[src/common/rosc_defs.vh]
// Register offsets, field positions, state codes and timing counts for the
// receiver operating state control bank.
// Assumes inclusion by bare name from every design file that needs them.
`ifndef ROSC_DEFS_VH
`define ROSC_DEFS_VH

`define ROSC_ADDR_W 7
`define ROSC_OFF_FUNCTION_ENABLE 7'h46
`define ROSC_OFF_OPERATING_STATE_CONTROL 7'h47
`define ROSC_OFF_RESTART 7'h4f

`define ROSC_BIT_SLEEP_HALT 6
`define ROSC_BIT_TEST_ENTRY 5
`define ROSC_BIT_FAST_SERIAL 2
`define ROSC_FUNCTION_ENABLE_MASK 8'h64
`define ROSC_FUNCTION_ENABLE_RESET 8'h00

`define ROSC_ST_POWER_UP 3'h0
`define ROSC_ST_SLEEP 3'h1
`define ROSC_ST_STANDBY 3'h2
`define ROSC_ST_TUNE 3'h3
`define ROSC_ST_RECEIVE 3'h4
`define ROSC_ST_EEPROM 3'h5

`define ROSC_CMD_EEPROM 5'h01
`define ROSC_CMD_STANDBY 5'h02
`define ROSC_CMD_TUNE 5'h04
`define ROSC_CMD_RECEIVE 5'h08
`define ROSC_CMD_SLEEP 5'h10

`define ROSC_RESTART_KEY 8'hff

`define ROSC_CLK_MHZ 100
`define ROSC_PUP_TIME_US 100
`define ROSC_PUP_CYCLES (`ROSC_PUP_TIME_US * `ROSC_CLK_MHZ)

`endif

[src/verilog/rosc_top.v]
// Operating state control bank: function enables, state machine with
// readback and switching commands, and the software restart.
// Assumes an SPI front end that delivers decoded one-cycle register writes
// and reads synchronous to sys_clk_in.
// Summary of operation
// - Halt bit stops the running sleep timer.
// - Test entry bit enables manufacturing test mode.
// - Fast serial bit raises serial clock limit.
// - Bits 7:5 read back current operating state.
// - Successful power-up sequence settles in sleep.
// - Failed power-on reset stays in power-up.
// - No command enters the power-up state.
// - Codes 00001 eeprom, 10000 sleep.
// - Codes 00010 standby, 00100 tune, 01000 receive.
// - Undefined command codes leave state unchanged.
// - Writing ff to restart register resets device.
// - Other restart values have no effect.
// - Restart acts as reset then power-up, sleep.
`timescale 1ns/100ps
`include "rosc_defs.vh"

module rosc_top #(
    parameter PUP_CYCLES = `ROSC_PUP_CYCLES
) (
    input wire sys_clk_in, // System clock, 100 MHz.
    input wire rst_n_in, // Power-on reset, active low.
    input wire por_ok_in, // Power-on reset check passed.
    input wire wr_en_in, // One-cycle register write strobe.
    input wire rd_en_in, // One-cycle register read strobe.
    input wire [`ROSC_ADDR_W-1:0] addr_in, // Register address.
    input wire [7:0] wdata_in, // Write data.
    output reg [7:0] rdata_out, // Read data, valid cycle after rd_en_in.
    output reg sleep_timer_halt_out, // Stop the sleep timer.
    output reg factory_test_entry_out, // Manufacturing test enable.
    output reg fast_serial_enable_out, // 1 MHz serial clock allowed.
    output reg [2:0] state_readback_out, // Current operating state code.
    output reg restart_busy_out // Restart or power-up in progress.
);

    // One-hot state machine codes.
    localparam S_PUP = 6'b000001;
    localparam S_SLEEP = 6'b000010;
    localparam S_STBY = 6'b000100;
    localparam S_TUNE = 6'b001000;
    localparam S_RX = 6'b010000;
    localparam S_EE = 6'b100000;

    reg rst_meta;
    reg rst_sync;
    reg [7:0] function_enable;
    reg [5:0] state;
    reg [5:0] next_state;
    reg [31:0] pup_count;
    reg soft_restart;
    reg pup_done;

    // Maps a one-hot state to its readback code.
    function [2:0] state_code;
        input [5:0] st;
        begin
            case (st)
                S_PUP: state_code = `ROSC_ST_POWER_UP;
                S_SLEEP: state_code = `ROSC_ST_SLEEP;
                S_STBY: state_code = `ROSC_ST_STANDBY;
                S_TUNE: state_code = `ROSC_ST_TUNE;
                S_RX: state_code = `ROSC_ST_RECEIVE;
                S_EE: state_code = `ROSC_ST_EEPROM;
                default: state_code = `ROSC_ST_POWER_UP;
            endcase
        end
    endfunction

    // Reset synchroniser; the restart pulse joins it so that a software
    // restart clears what power-on reset clears, except the restart pulse itself.
    always @(posedge sys_clk_in or negedge rst_n_in) begin
        if (!rst_n_in) begin
            rst_meta <= 1'b0;
            rst_sync <= 1'b0;
        end else begin
            rst_meta <= ~soft_restart;
            rst_sync <= rst_meta & ~soft_restart;
        end
    end

    wire wr_func = wr_en_in && (addr_in == `ROSC_OFF_FUNCTION_ENABLE);
    wire wr_ctrl = wr_en_in && (addr_in == `ROSC_OFF_OPERATING_STATE_CONTROL);
    wire wr_rst = wr_en_in && (addr_in == `ROSC_OFF_RESTART);

    // The restart register only reacts to the key; the pulse is held off
    // reset so it survives its own effect for one cycle.
    always @(posedge sys_clk_in or negedge rst_n_in) begin
        if (!rst_n_in) begin
            soft_restart <= 1'b0;
        end else begin
            soft_restart <= wr_rst && (wdata_in == `ROSC_RESTART_KEY);
        end
    end

    always @(posedge sys_clk_in or negedge rst_sync) begin
        if (!rst_sync) begin
            function_enable <= `ROSC_FUNCTION_ENABLE_RESET;
        end else if (wr_func) begin
            // Reserved bits are kept at zero whatever the host writes.
            function_enable <= wdata_in & `ROSC_FUNCTION_ENABLE_MASK;
        end
    end

    always @(posedge sys_clk_in or negedge rst_sync) begin
        if (!rst_sync) begin
            pup_count <= 32'h0;
            pup_done <= 1'b0;
        end else if (!pup_done && por_ok_in) begin
            if (pup_count >= PUP_CYCLES - 1) begin
                pup_done <= 1'b1;
            end else begin
                pup_count <= pup_count + 32'h1;
            end
        end
    end

    always @* begin
        next_state = state;
        case (state)
            S_PUP: begin
                // Without a good power-on check the sequence never ends.
                if (pup_done) begin
                    next_state = S_SLEEP;
                end
            end
            default: begin
                if (wr_ctrl) begin
                    case (wdata_in[4:0])
                        `ROSC_CMD_EEPROM: next_state = S_EE;
                        `ROSC_CMD_SLEEP: next_state = S_SLEEP;
                        `ROSC_CMD_STANDBY: next_state = S_STBY;
                        `ROSC_CMD_TUNE: next_state = S_TUNE;
                        `ROSC_CMD_RECEIVE: next_state = S_RX;
                        default: next_state = state;
                    endcase
                end
            end
        endcase
    end

    always @(posedge sys_clk_in or negedge rst_sync) begin
        if (!rst_sync) begin
            state <= S_PUP;
        end else begin
            state <= next_state;
        end
    end

    always @(posedge sys_clk_in or negedge rst_sync) begin
        if (!rst_sync) begin
            rdata_out <= 8'h00;
            sleep_timer_halt_out <= 1'b0;
            factory_test_entry_out <= 1'b0;
            fast_serial_enable_out <= 1'b0;
            state_readback_out <= `ROSC_ST_POWER_UP;
            restart_busy_out <= 1'b1;
        end else begin
            sleep_timer_halt_out <= function_enable[`ROSC_BIT_SLEEP_HALT];
            factory_test_entry_out <= function_enable[`ROSC_BIT_TEST_ENTRY];
            fast_serial_enable_out <= function_enable[`ROSC_BIT_FAST_SERIAL];
            state_readback_out <= state_code(state);
            restart_busy_out <= (state == S_PUP);
            if (rd_en_in) begin
                case (addr_in)
                    `ROSC_OFF_FUNCTION_ENABLE: rdata_out <= function_enable;
                    // The command field has no storage and reads zero.
                    `ROSC_OFF_OPERATING_STATE_CONTROL: rdata_out <= {state_code(state), 5'h00};
                    default: rdata_out <= 8'h00;
                endcase
            end
        end
    end

endmodule
[config.mk]
export PLATFORM = sky130hd
export DESIGN_NAME = rosc_top
export DESIGN_NICKNAME = d
export VERILOG_FILES = /design/src/verilog/rosc_top.v
export VERILOG_INCLUDE_DIRS = /design/src /design/src/common
export SDC_FILE = /design/constraint.sdc
export NUM_CORES = 1
export LEC_CHECK = 0
export BUFFER_PORTS_ARGS = -buffer_cell sky130_fd_sc_hd__buf_4
export CAP_MARGIN = 20
export CORE_MARGIN = 2
export CORE_UTILIZATION = 40
export CTS_CLUSTER_DIAMETER = 150
export DETAILED_ROUTE_END_ITERATION = 7
export GPL_TIMING_DRIVEN = 0
export SETUP_SLACK_MARGIN = 0.5
export SLEW_MARGIN = 20
export SYNTH_ARGS = -nofsm -noshare
export SYNTH_HDL_FRONTEND = slang
export SYNTH_SLANG_ARGS = --single-unit
[constraint.sdc]
create_clock -name sys_clk_in -period 5.2 [get_ports sys_clk_in]
set_clock_uncertainty 0.15 [all_clocks]
set_input_delay 0.52 -clock sys_clk_in [delete_from_list [all_inputs] [get_ports sys_clk_in]]
set_output_delay 0.52 -clock sys_clk_in [all_outputs]
set_load 0.05 [all_outputs]
==> run summary, run 1 <==
crit path kind = flop to flop
H-tree depth = 2
register area share after synthesis = 0.591
most frequent cells in the layout = dfrtp_1 (53), buf_4 (34), clkbuf_1 (18)
most common cell after layout, fill and taps aside = dfrtp_1
core box area = 5820 µm²
Max Root-Sink Buffers = 2
Synth cell types = 43
R2R setup slack = 3020 ps
Initial Util = 0.408
leakage power = 1.34 nW
clk_lat worst skew = 310 ps
RSZ-0062 raised after global routing = false
Worst Hold Slack = 221 ps
minimum clock period = 2180 ps
Worst path top cell family by delay = simple AND/OR/NAND/NOR gates
status = completed
post-route ant nets = 0
synthesized instance count = 204
final worst-path cycle share = 0.419
Post-Syn Area = 2370 µm²
Max Cap Violations = 0
1st-pass router iterations = 4
Final setup viols = 0
CP Cell Sequence = or4_4 -> nor4_1 -> nand4_1 -> nor2_1 -> xor2_1
EDFF count, synth = 0
initial antenna violation count = 0
share of layout cells above drive strength 1 = 0.240
filler cell count = 576
filler-free cell count of the finished design = 321
Tightest Pin Transition = 659 ps
first-pass GRT wire length = 7220 µm
synth-to-layout area growth = 18.7%
worst vdd rail ir drop = 0.143 mV
largest net degree at the start of global routing = 54
Max Fanout on Critical Path = 5
clock slew at reported path FFs = 100 ps
syn_area_per_cell = 11.6 µm²
TNS Setup = 0 ps
Post-DP HPWL = 2950 µm
CP max-delay cell = or4_4
Core Util, Final = 0.485
Critical Path Max Stage Delay = 580 ps
Most used DFF post-synth = dfrtp_1
Synth Warn # = 0
Die W = 81.1 µm
Placed Cells = 312
CTS root buf = clkbuf_8
GPL Wtd Cong = 0.771
slew margin rel. = 0.561
Port Buffer Count = 30
Initial DRC Count = 64
Critical Path Start Type = flop
antenna diode count = 0
CTS tree = built
routed via count = 1570
Worst Setup End Kind = flop
final wirelength = 4090 µm
Resized cells post-CTS = 0
I/O Pins = 35
Worst EP required = 5290 ps
vias in the first global route = 1582
P per Cell Area = 297 nW/µm²
Multi-input gate area = 845 µm²
Final Max Slew Viols = 0
DR DRC count = 0
fin nets = 266
DR vias/cell = 4.89
Die Height = 81.1 µm
FF+latch count, synth = 56
HP Class = flop to async pin
die area = 6570 µm²
total CTS buffers = 5
row cnt = 28
fmax = 0.459 GHz
Tot GR Track Use = 0.144
Post-synth ARST share = 1.00
Wirelength per Cell = 12.7 µm
flip-flop and latch area = 1410 µm²
CTS sink count = 56
Hold Fails Final Rpt = 0
crit path buf inv count = 0
total gr overflow = 0
critical path arrival = 2270 ps
synth_stat cells (2+ instances only):
cell type | count | area (µm²)
dfrtp_1 | 54 | 1350
clkbuf_1 | 17 | 63.8
nor2_1 | 13 | 48.8
xor2_1 | 11 | 96.3
nand3_1 | 10 | 50.1
inv_1 | 9 | 33.8
o21ai_0 | 8 | 40.0
nor4_1 | 7 | 43.8
mux2_2 | 6 | 67.6
nand2_1 | 6 | 22.5
and3_1 | 5 | 31.3
nand4_1 | 5 | 31.3
nor3_1 | 5 | 25.0
xnor2_1 | 5 | 43.8
buf_4 | 4 | 30.0
nor2b_1 | 4 | 25.0
or4_1 | 3 | 22.5
a211o_1 | 2 | 17.5
a221o_1 | 2 | 20.0
dfstp_2 | 2 | 52.6
nor3_2 | 2 | 20.0
o31ai_1 | 2 | 15.0
or4b_1 | 2 | 20.0
metrics by stage:
step,setup slack (ps),area [µm²],total power [mW]
finish,3020,2820,0.838
global route,2880,2820,0.884
CTS,3040,2820,0.846
detailed placement,2840,2710,0.590
global placement,2820,2710,0.588
floorplan,3190,2390,0.557
timing repair:
action / in CTS / in global routing
hold endpoints to repair: 3 / 0
setup buffers: 0 / 0
hold buffers: 1 / 0
worst paths after layout:
| check | start | cells past startpoint | endpoint |
|---|---|---|---|
| setup / recovery | pup_count[27] | 5 | pup_count[9] |
| hold / removal | rst_sync | 0 | pup_done |
| setup reg to reg | pup_count[27] | 5 | pup_count[9] |
| hold reg to reg | rst_sync | 0 | pup_done |
| max in group asynchronous | rst_sync | 0 | state_readback_out[2] |
| min in group sys_clk_in | function_enable[6] | 0 | sleep_timer_halt_out |
layer usage:
metal,share of wire,track usage,wire (µm),vias up
li1,-,-,-,778
met4,0.0088,0.0458,36,0
met3,0.032,0.0367,132,4
met1,0.48,0.189,1960,762
met2,0.48,0.235,1960,26
met5,0,0,0,-
power breakdown:
part           switching, mW  internal [mW]
clock network          0.134          0.122
registers             0.0291          0.463
logic                 0.0455         0.0440
registers in the layout, summed over array words and instances (netlist names), 3 cells and up:
| name | count |
|---|---|
| pup_count | 32 |
| state | 6 |
| rdata_out | 4 |
| function_enable | 3 |
| state_readback_out | 3 |
cell families after synthesis:
logic type,Yosys count,synth area share
flip-flops,56,0.591
XOR/XNOR,16,0.0590
AND/OR/NAND/NOR,70,0.187
other,1,0.00158
AO/OA/AOI/OAI,23,0.0701
multiplexers,6,0.0284
buffers and inverters,31,0.0580
adder cells (fa/ha/maj),1,0.00527
layout make-up:
type | count | share of cell area
Buffer | 22 | 0.0368
Clock buffer | 8 | 0.0355
Inverter | 9 | 0.0120
Multi-Input combinational cell | 120 | 0.300
Sequential cell | 56 | 0.499
Tap cell | 75 | 0.0333
Timing Repair Buffer | 31 | 0.0834
worst reg2reg max path, delay by kind of cell (launching register included):
| family | cells | cell delay (ps) |
|---|---|---|
| simple gates | 4 | 1430 |
| xor+xnor | 1 | 160 |
| flops | 1 | 390 |
No activity file was read; power rests on OpenSTA's default activity.
==> run 2: changes to the inputs <==
--- a/config.mk
+++ b/config.mk
@@ -6,6 +6,7 @@
 export SDC_FILE = /design/constraint.sdc
 export NUM_CORES = 1
 export LEC_CHECK = 0
+export ABC_AREA = 1
 export BUFFER_PORTS_ARGS = -buffer_cell sky130_fd_sc_hd__buf_4
 export CAP_MARGIN = 20
 export CORE_MARGIN = 2
==> constraint.sdc (replaced) <==
create_clock -name sys_clk_in -period 2.15 [get_ports sys_clk_in]
set_clock_uncertainty 0.15 [all_clocks]
set_input_delay 0.215 -clock sys_clk_in [delete_from_list [all_inputs] [get_ports sys_clk_in]]
set_output_delay 0.215 -clock sys_clk_in [all_outputs]
set_load 0.05 [all_outputs]
==> run summary, run 2 <==
status = completed
dpl cell area = 3040 µm²
Yosys top cell area share = 0.499
initial antenna violation count = 0
Tot GR Track Use = 0.149
Synth Warn # = 0
Post-DP HPWL = 3570 µm
Max Fanout on Critical Path = 4
Setup WS post-layout = 466 ps
clk_lat worst skew = 310 ps
Final Max Slew Viols = 0
Power, Total = 2.11 mW
top cells by count, synth = nand2_1 (72), dfrtp_1 (54), nor2_1 (36), nand3_1 (30), inv_1 (29)
filler-free cell count of the finished design = 444
Die W = 86.3 µm
synthesized instance count = 311
final wirelength = 5100 µm
Post-Synth Adder-Cell Area = 0.00462
top cell type by total area after synthesis = dfrtp_1
total CTS buffers = 5
largest family of logic cells by synthesized area = simple AND/OR/NAND/NOR gates
Wirelength per Cell = 11.5 µm
post-route cell area = 3420 µm²
FF+latch count, synth = 56
CTS tree = built
total gr overflow = 0
synth-to-layout area growth = 26.2%
Tightest Pin Transition = 670 ps
first-pass GRT wire length = 8760 µm
Most used DFF post-synth = dfrtp_1
critical path arrival = 1780 ps
vias in the first global route = 2036
Port Buffer Count = 30
CP max-delay cell = dfrtp_1
switching power = 0.534 mW
final worst-path cycle share = 0.783
CTS sink count = 56
mux cell area share after synthesis = 0.00832
die area = 7440 µm²
Initial Util = 0.419
share of layout cells above drive strength 1 = 0.283
DR DRC count = 0
largest net degree at the start of global routing = 54
antenna diode count = 0
Max Root-Sink Buffers = 2
Hold Fails Final Rpt = 0
Worst Hold Slack = 10.8 ps
fin nets = 387
most frequent cell after synthesis = nand2_1
EDFF count, synth = 0
Post-synth ARST share = 1.00
pre-CTS setup slack = 375 ps
CP Cell Sequence = buf_4 -> inv_1 -> nor2_1 -> nand3_1 -> nor3_1 -> nand3_4 -> nand2_2
core box area = 6460 µm²
Synth cell types = 36
TNS Setup = 0 ps
Area contributors post-synth = dfrtp_1 (50%), nand2_1 (10%), nand3_1 (5.5%), nor2_1 (5.0%), nand3_2 (4.1%)
row cnt = 29
crit path buf inv count = 2
post-route ant nets = 0
I/O Pins = 35
most frequent cells in the layout = nand2_1 (67), dfrtp_1 (53), buf_4 (43)
Pint = 1.57 mW
minimum clock period = 1680 ps
xor/xnor share of the synthesized area = 0.0324
H-tree depth = 2
Compound-Gate Fraction of Synth Area = 0.0176
P per Cell Area = 617 nW/µm²
DR vias/cell = 4.66
Worst path top cell family by delay = simple AND/OR/NAND/NOR gates
sequential share of power = 0.545
max FFs per register = 32
1st-pass router iterations = 4
slew margin rel. = 0.553
Sw Share = 0.253
Die Height = 86.3 µm
Clock Power Share = 0.329
Worst EP required = 2240 ps
clock slew at reported path FFs = 110 ps
RSZ-0062 raised after global routing = true
register area share after synthesis = 0.519
Final setup viols = 0
Core Util, Final = 0.529
Worst Setup End Kind = flop
routed via count = 2069
syn_area_per_cell = 8.70 µm²
crit path kind = flop to flop
fmax = 0.594 GHz
worst vdd rail ir drop = 0.309 mV
GPL Wtd Cong = 0.792
Max Cap Violations = 0
simple-gate portion of the synthesized area = 0.321
Comb power frac = 0.127
Initial DRC Count = 45
Post-Syn Area = 2710 µm²
leakage power = 1.74 nW
Critical Path Start Type = flop
HP Class = input pin to flop
Regs by FF count = pup_count (32), state (6), rdata_out (4)
CTS root buf = clkbuf_8
Placed Cells = 421
Top reg by flops = pup_count
most common cell after layout, fill and taps aside = nand2_1
Critical Path Max Stage Delay = 380 ps
[run 2: cell type report]
type,count,area [µm²]
well taps,77,96.3
inverters,33,124
clock buffers,6,72.6
repair buffers,45,384
clock inverters,2,38.8
plain buffers,25,136
multi-input cells,200,1160
flip-flops and latches,56,1410
fillers,608,3040
[run 2: what timing repair did]
action / in CTS / in global routing
gates cloned: 1 / 0
buffers inserted: 6 / 4
resized for setup: 4 / 22
pin swaps: 2 / 13
hold buffers: 4 / 0
endpoints found under the hold margin: 6 / 0
setup endpoints to repair: 12 / 18
[run 2: worst min-delay path, cell delays in order]
cell	delay [ps]
buf_4	110
nand4_1	60
nor4_1	50
[run 2: power groups by stage]
stage	registers, mW	logic, mW	clock network (mW)
after CTS	1.15	0.239	0.723
after detailed placement	1.17	0.210	0
final	1.15	0.267	0.693
after floorplan	1.18	0.124	0
after global routing	1.16	0.292	0.760
after global placement	1.17	0.207	0
[run 2: logic make-up after synthesis]
| group | Yosys count |
|---|---|
| fa+ha+maj | 1 |
| compound gates | 7 |
| buf+inv | 58 |
| simple gates | 176 |
| flops | 56 |
| mux | 2 |
| xor+xnor | 10 |
| other cells | 1 |
[run 2: path summary, 6_finish.rpt]
check	slack [ps]	to	startpoint	cells past startpoint
worst min-delay path	10	soft_restart	addr_in[3]	3
worst max register to register	470	pup_count[13]	pup_count[0]	7
min in group asynchronous	70	rst_sync	rst_n_in	2
max in group asynchronous	1180	pup_count[2]	rst_sync	0
worst min register to register	230	pup_done	rst_sync	0
worst max-delay path	470	pup_count[13]	pup_count[0]	7
[run 2: layer usage]
metal	GRT usage	routed length (µm)	vias up
li1	-	-	1067
met1	0.173	2210	965
met2	0.273	2660	30
met3	0.0314	151	7
met4	0.0511	80	0
met5	0	0	-
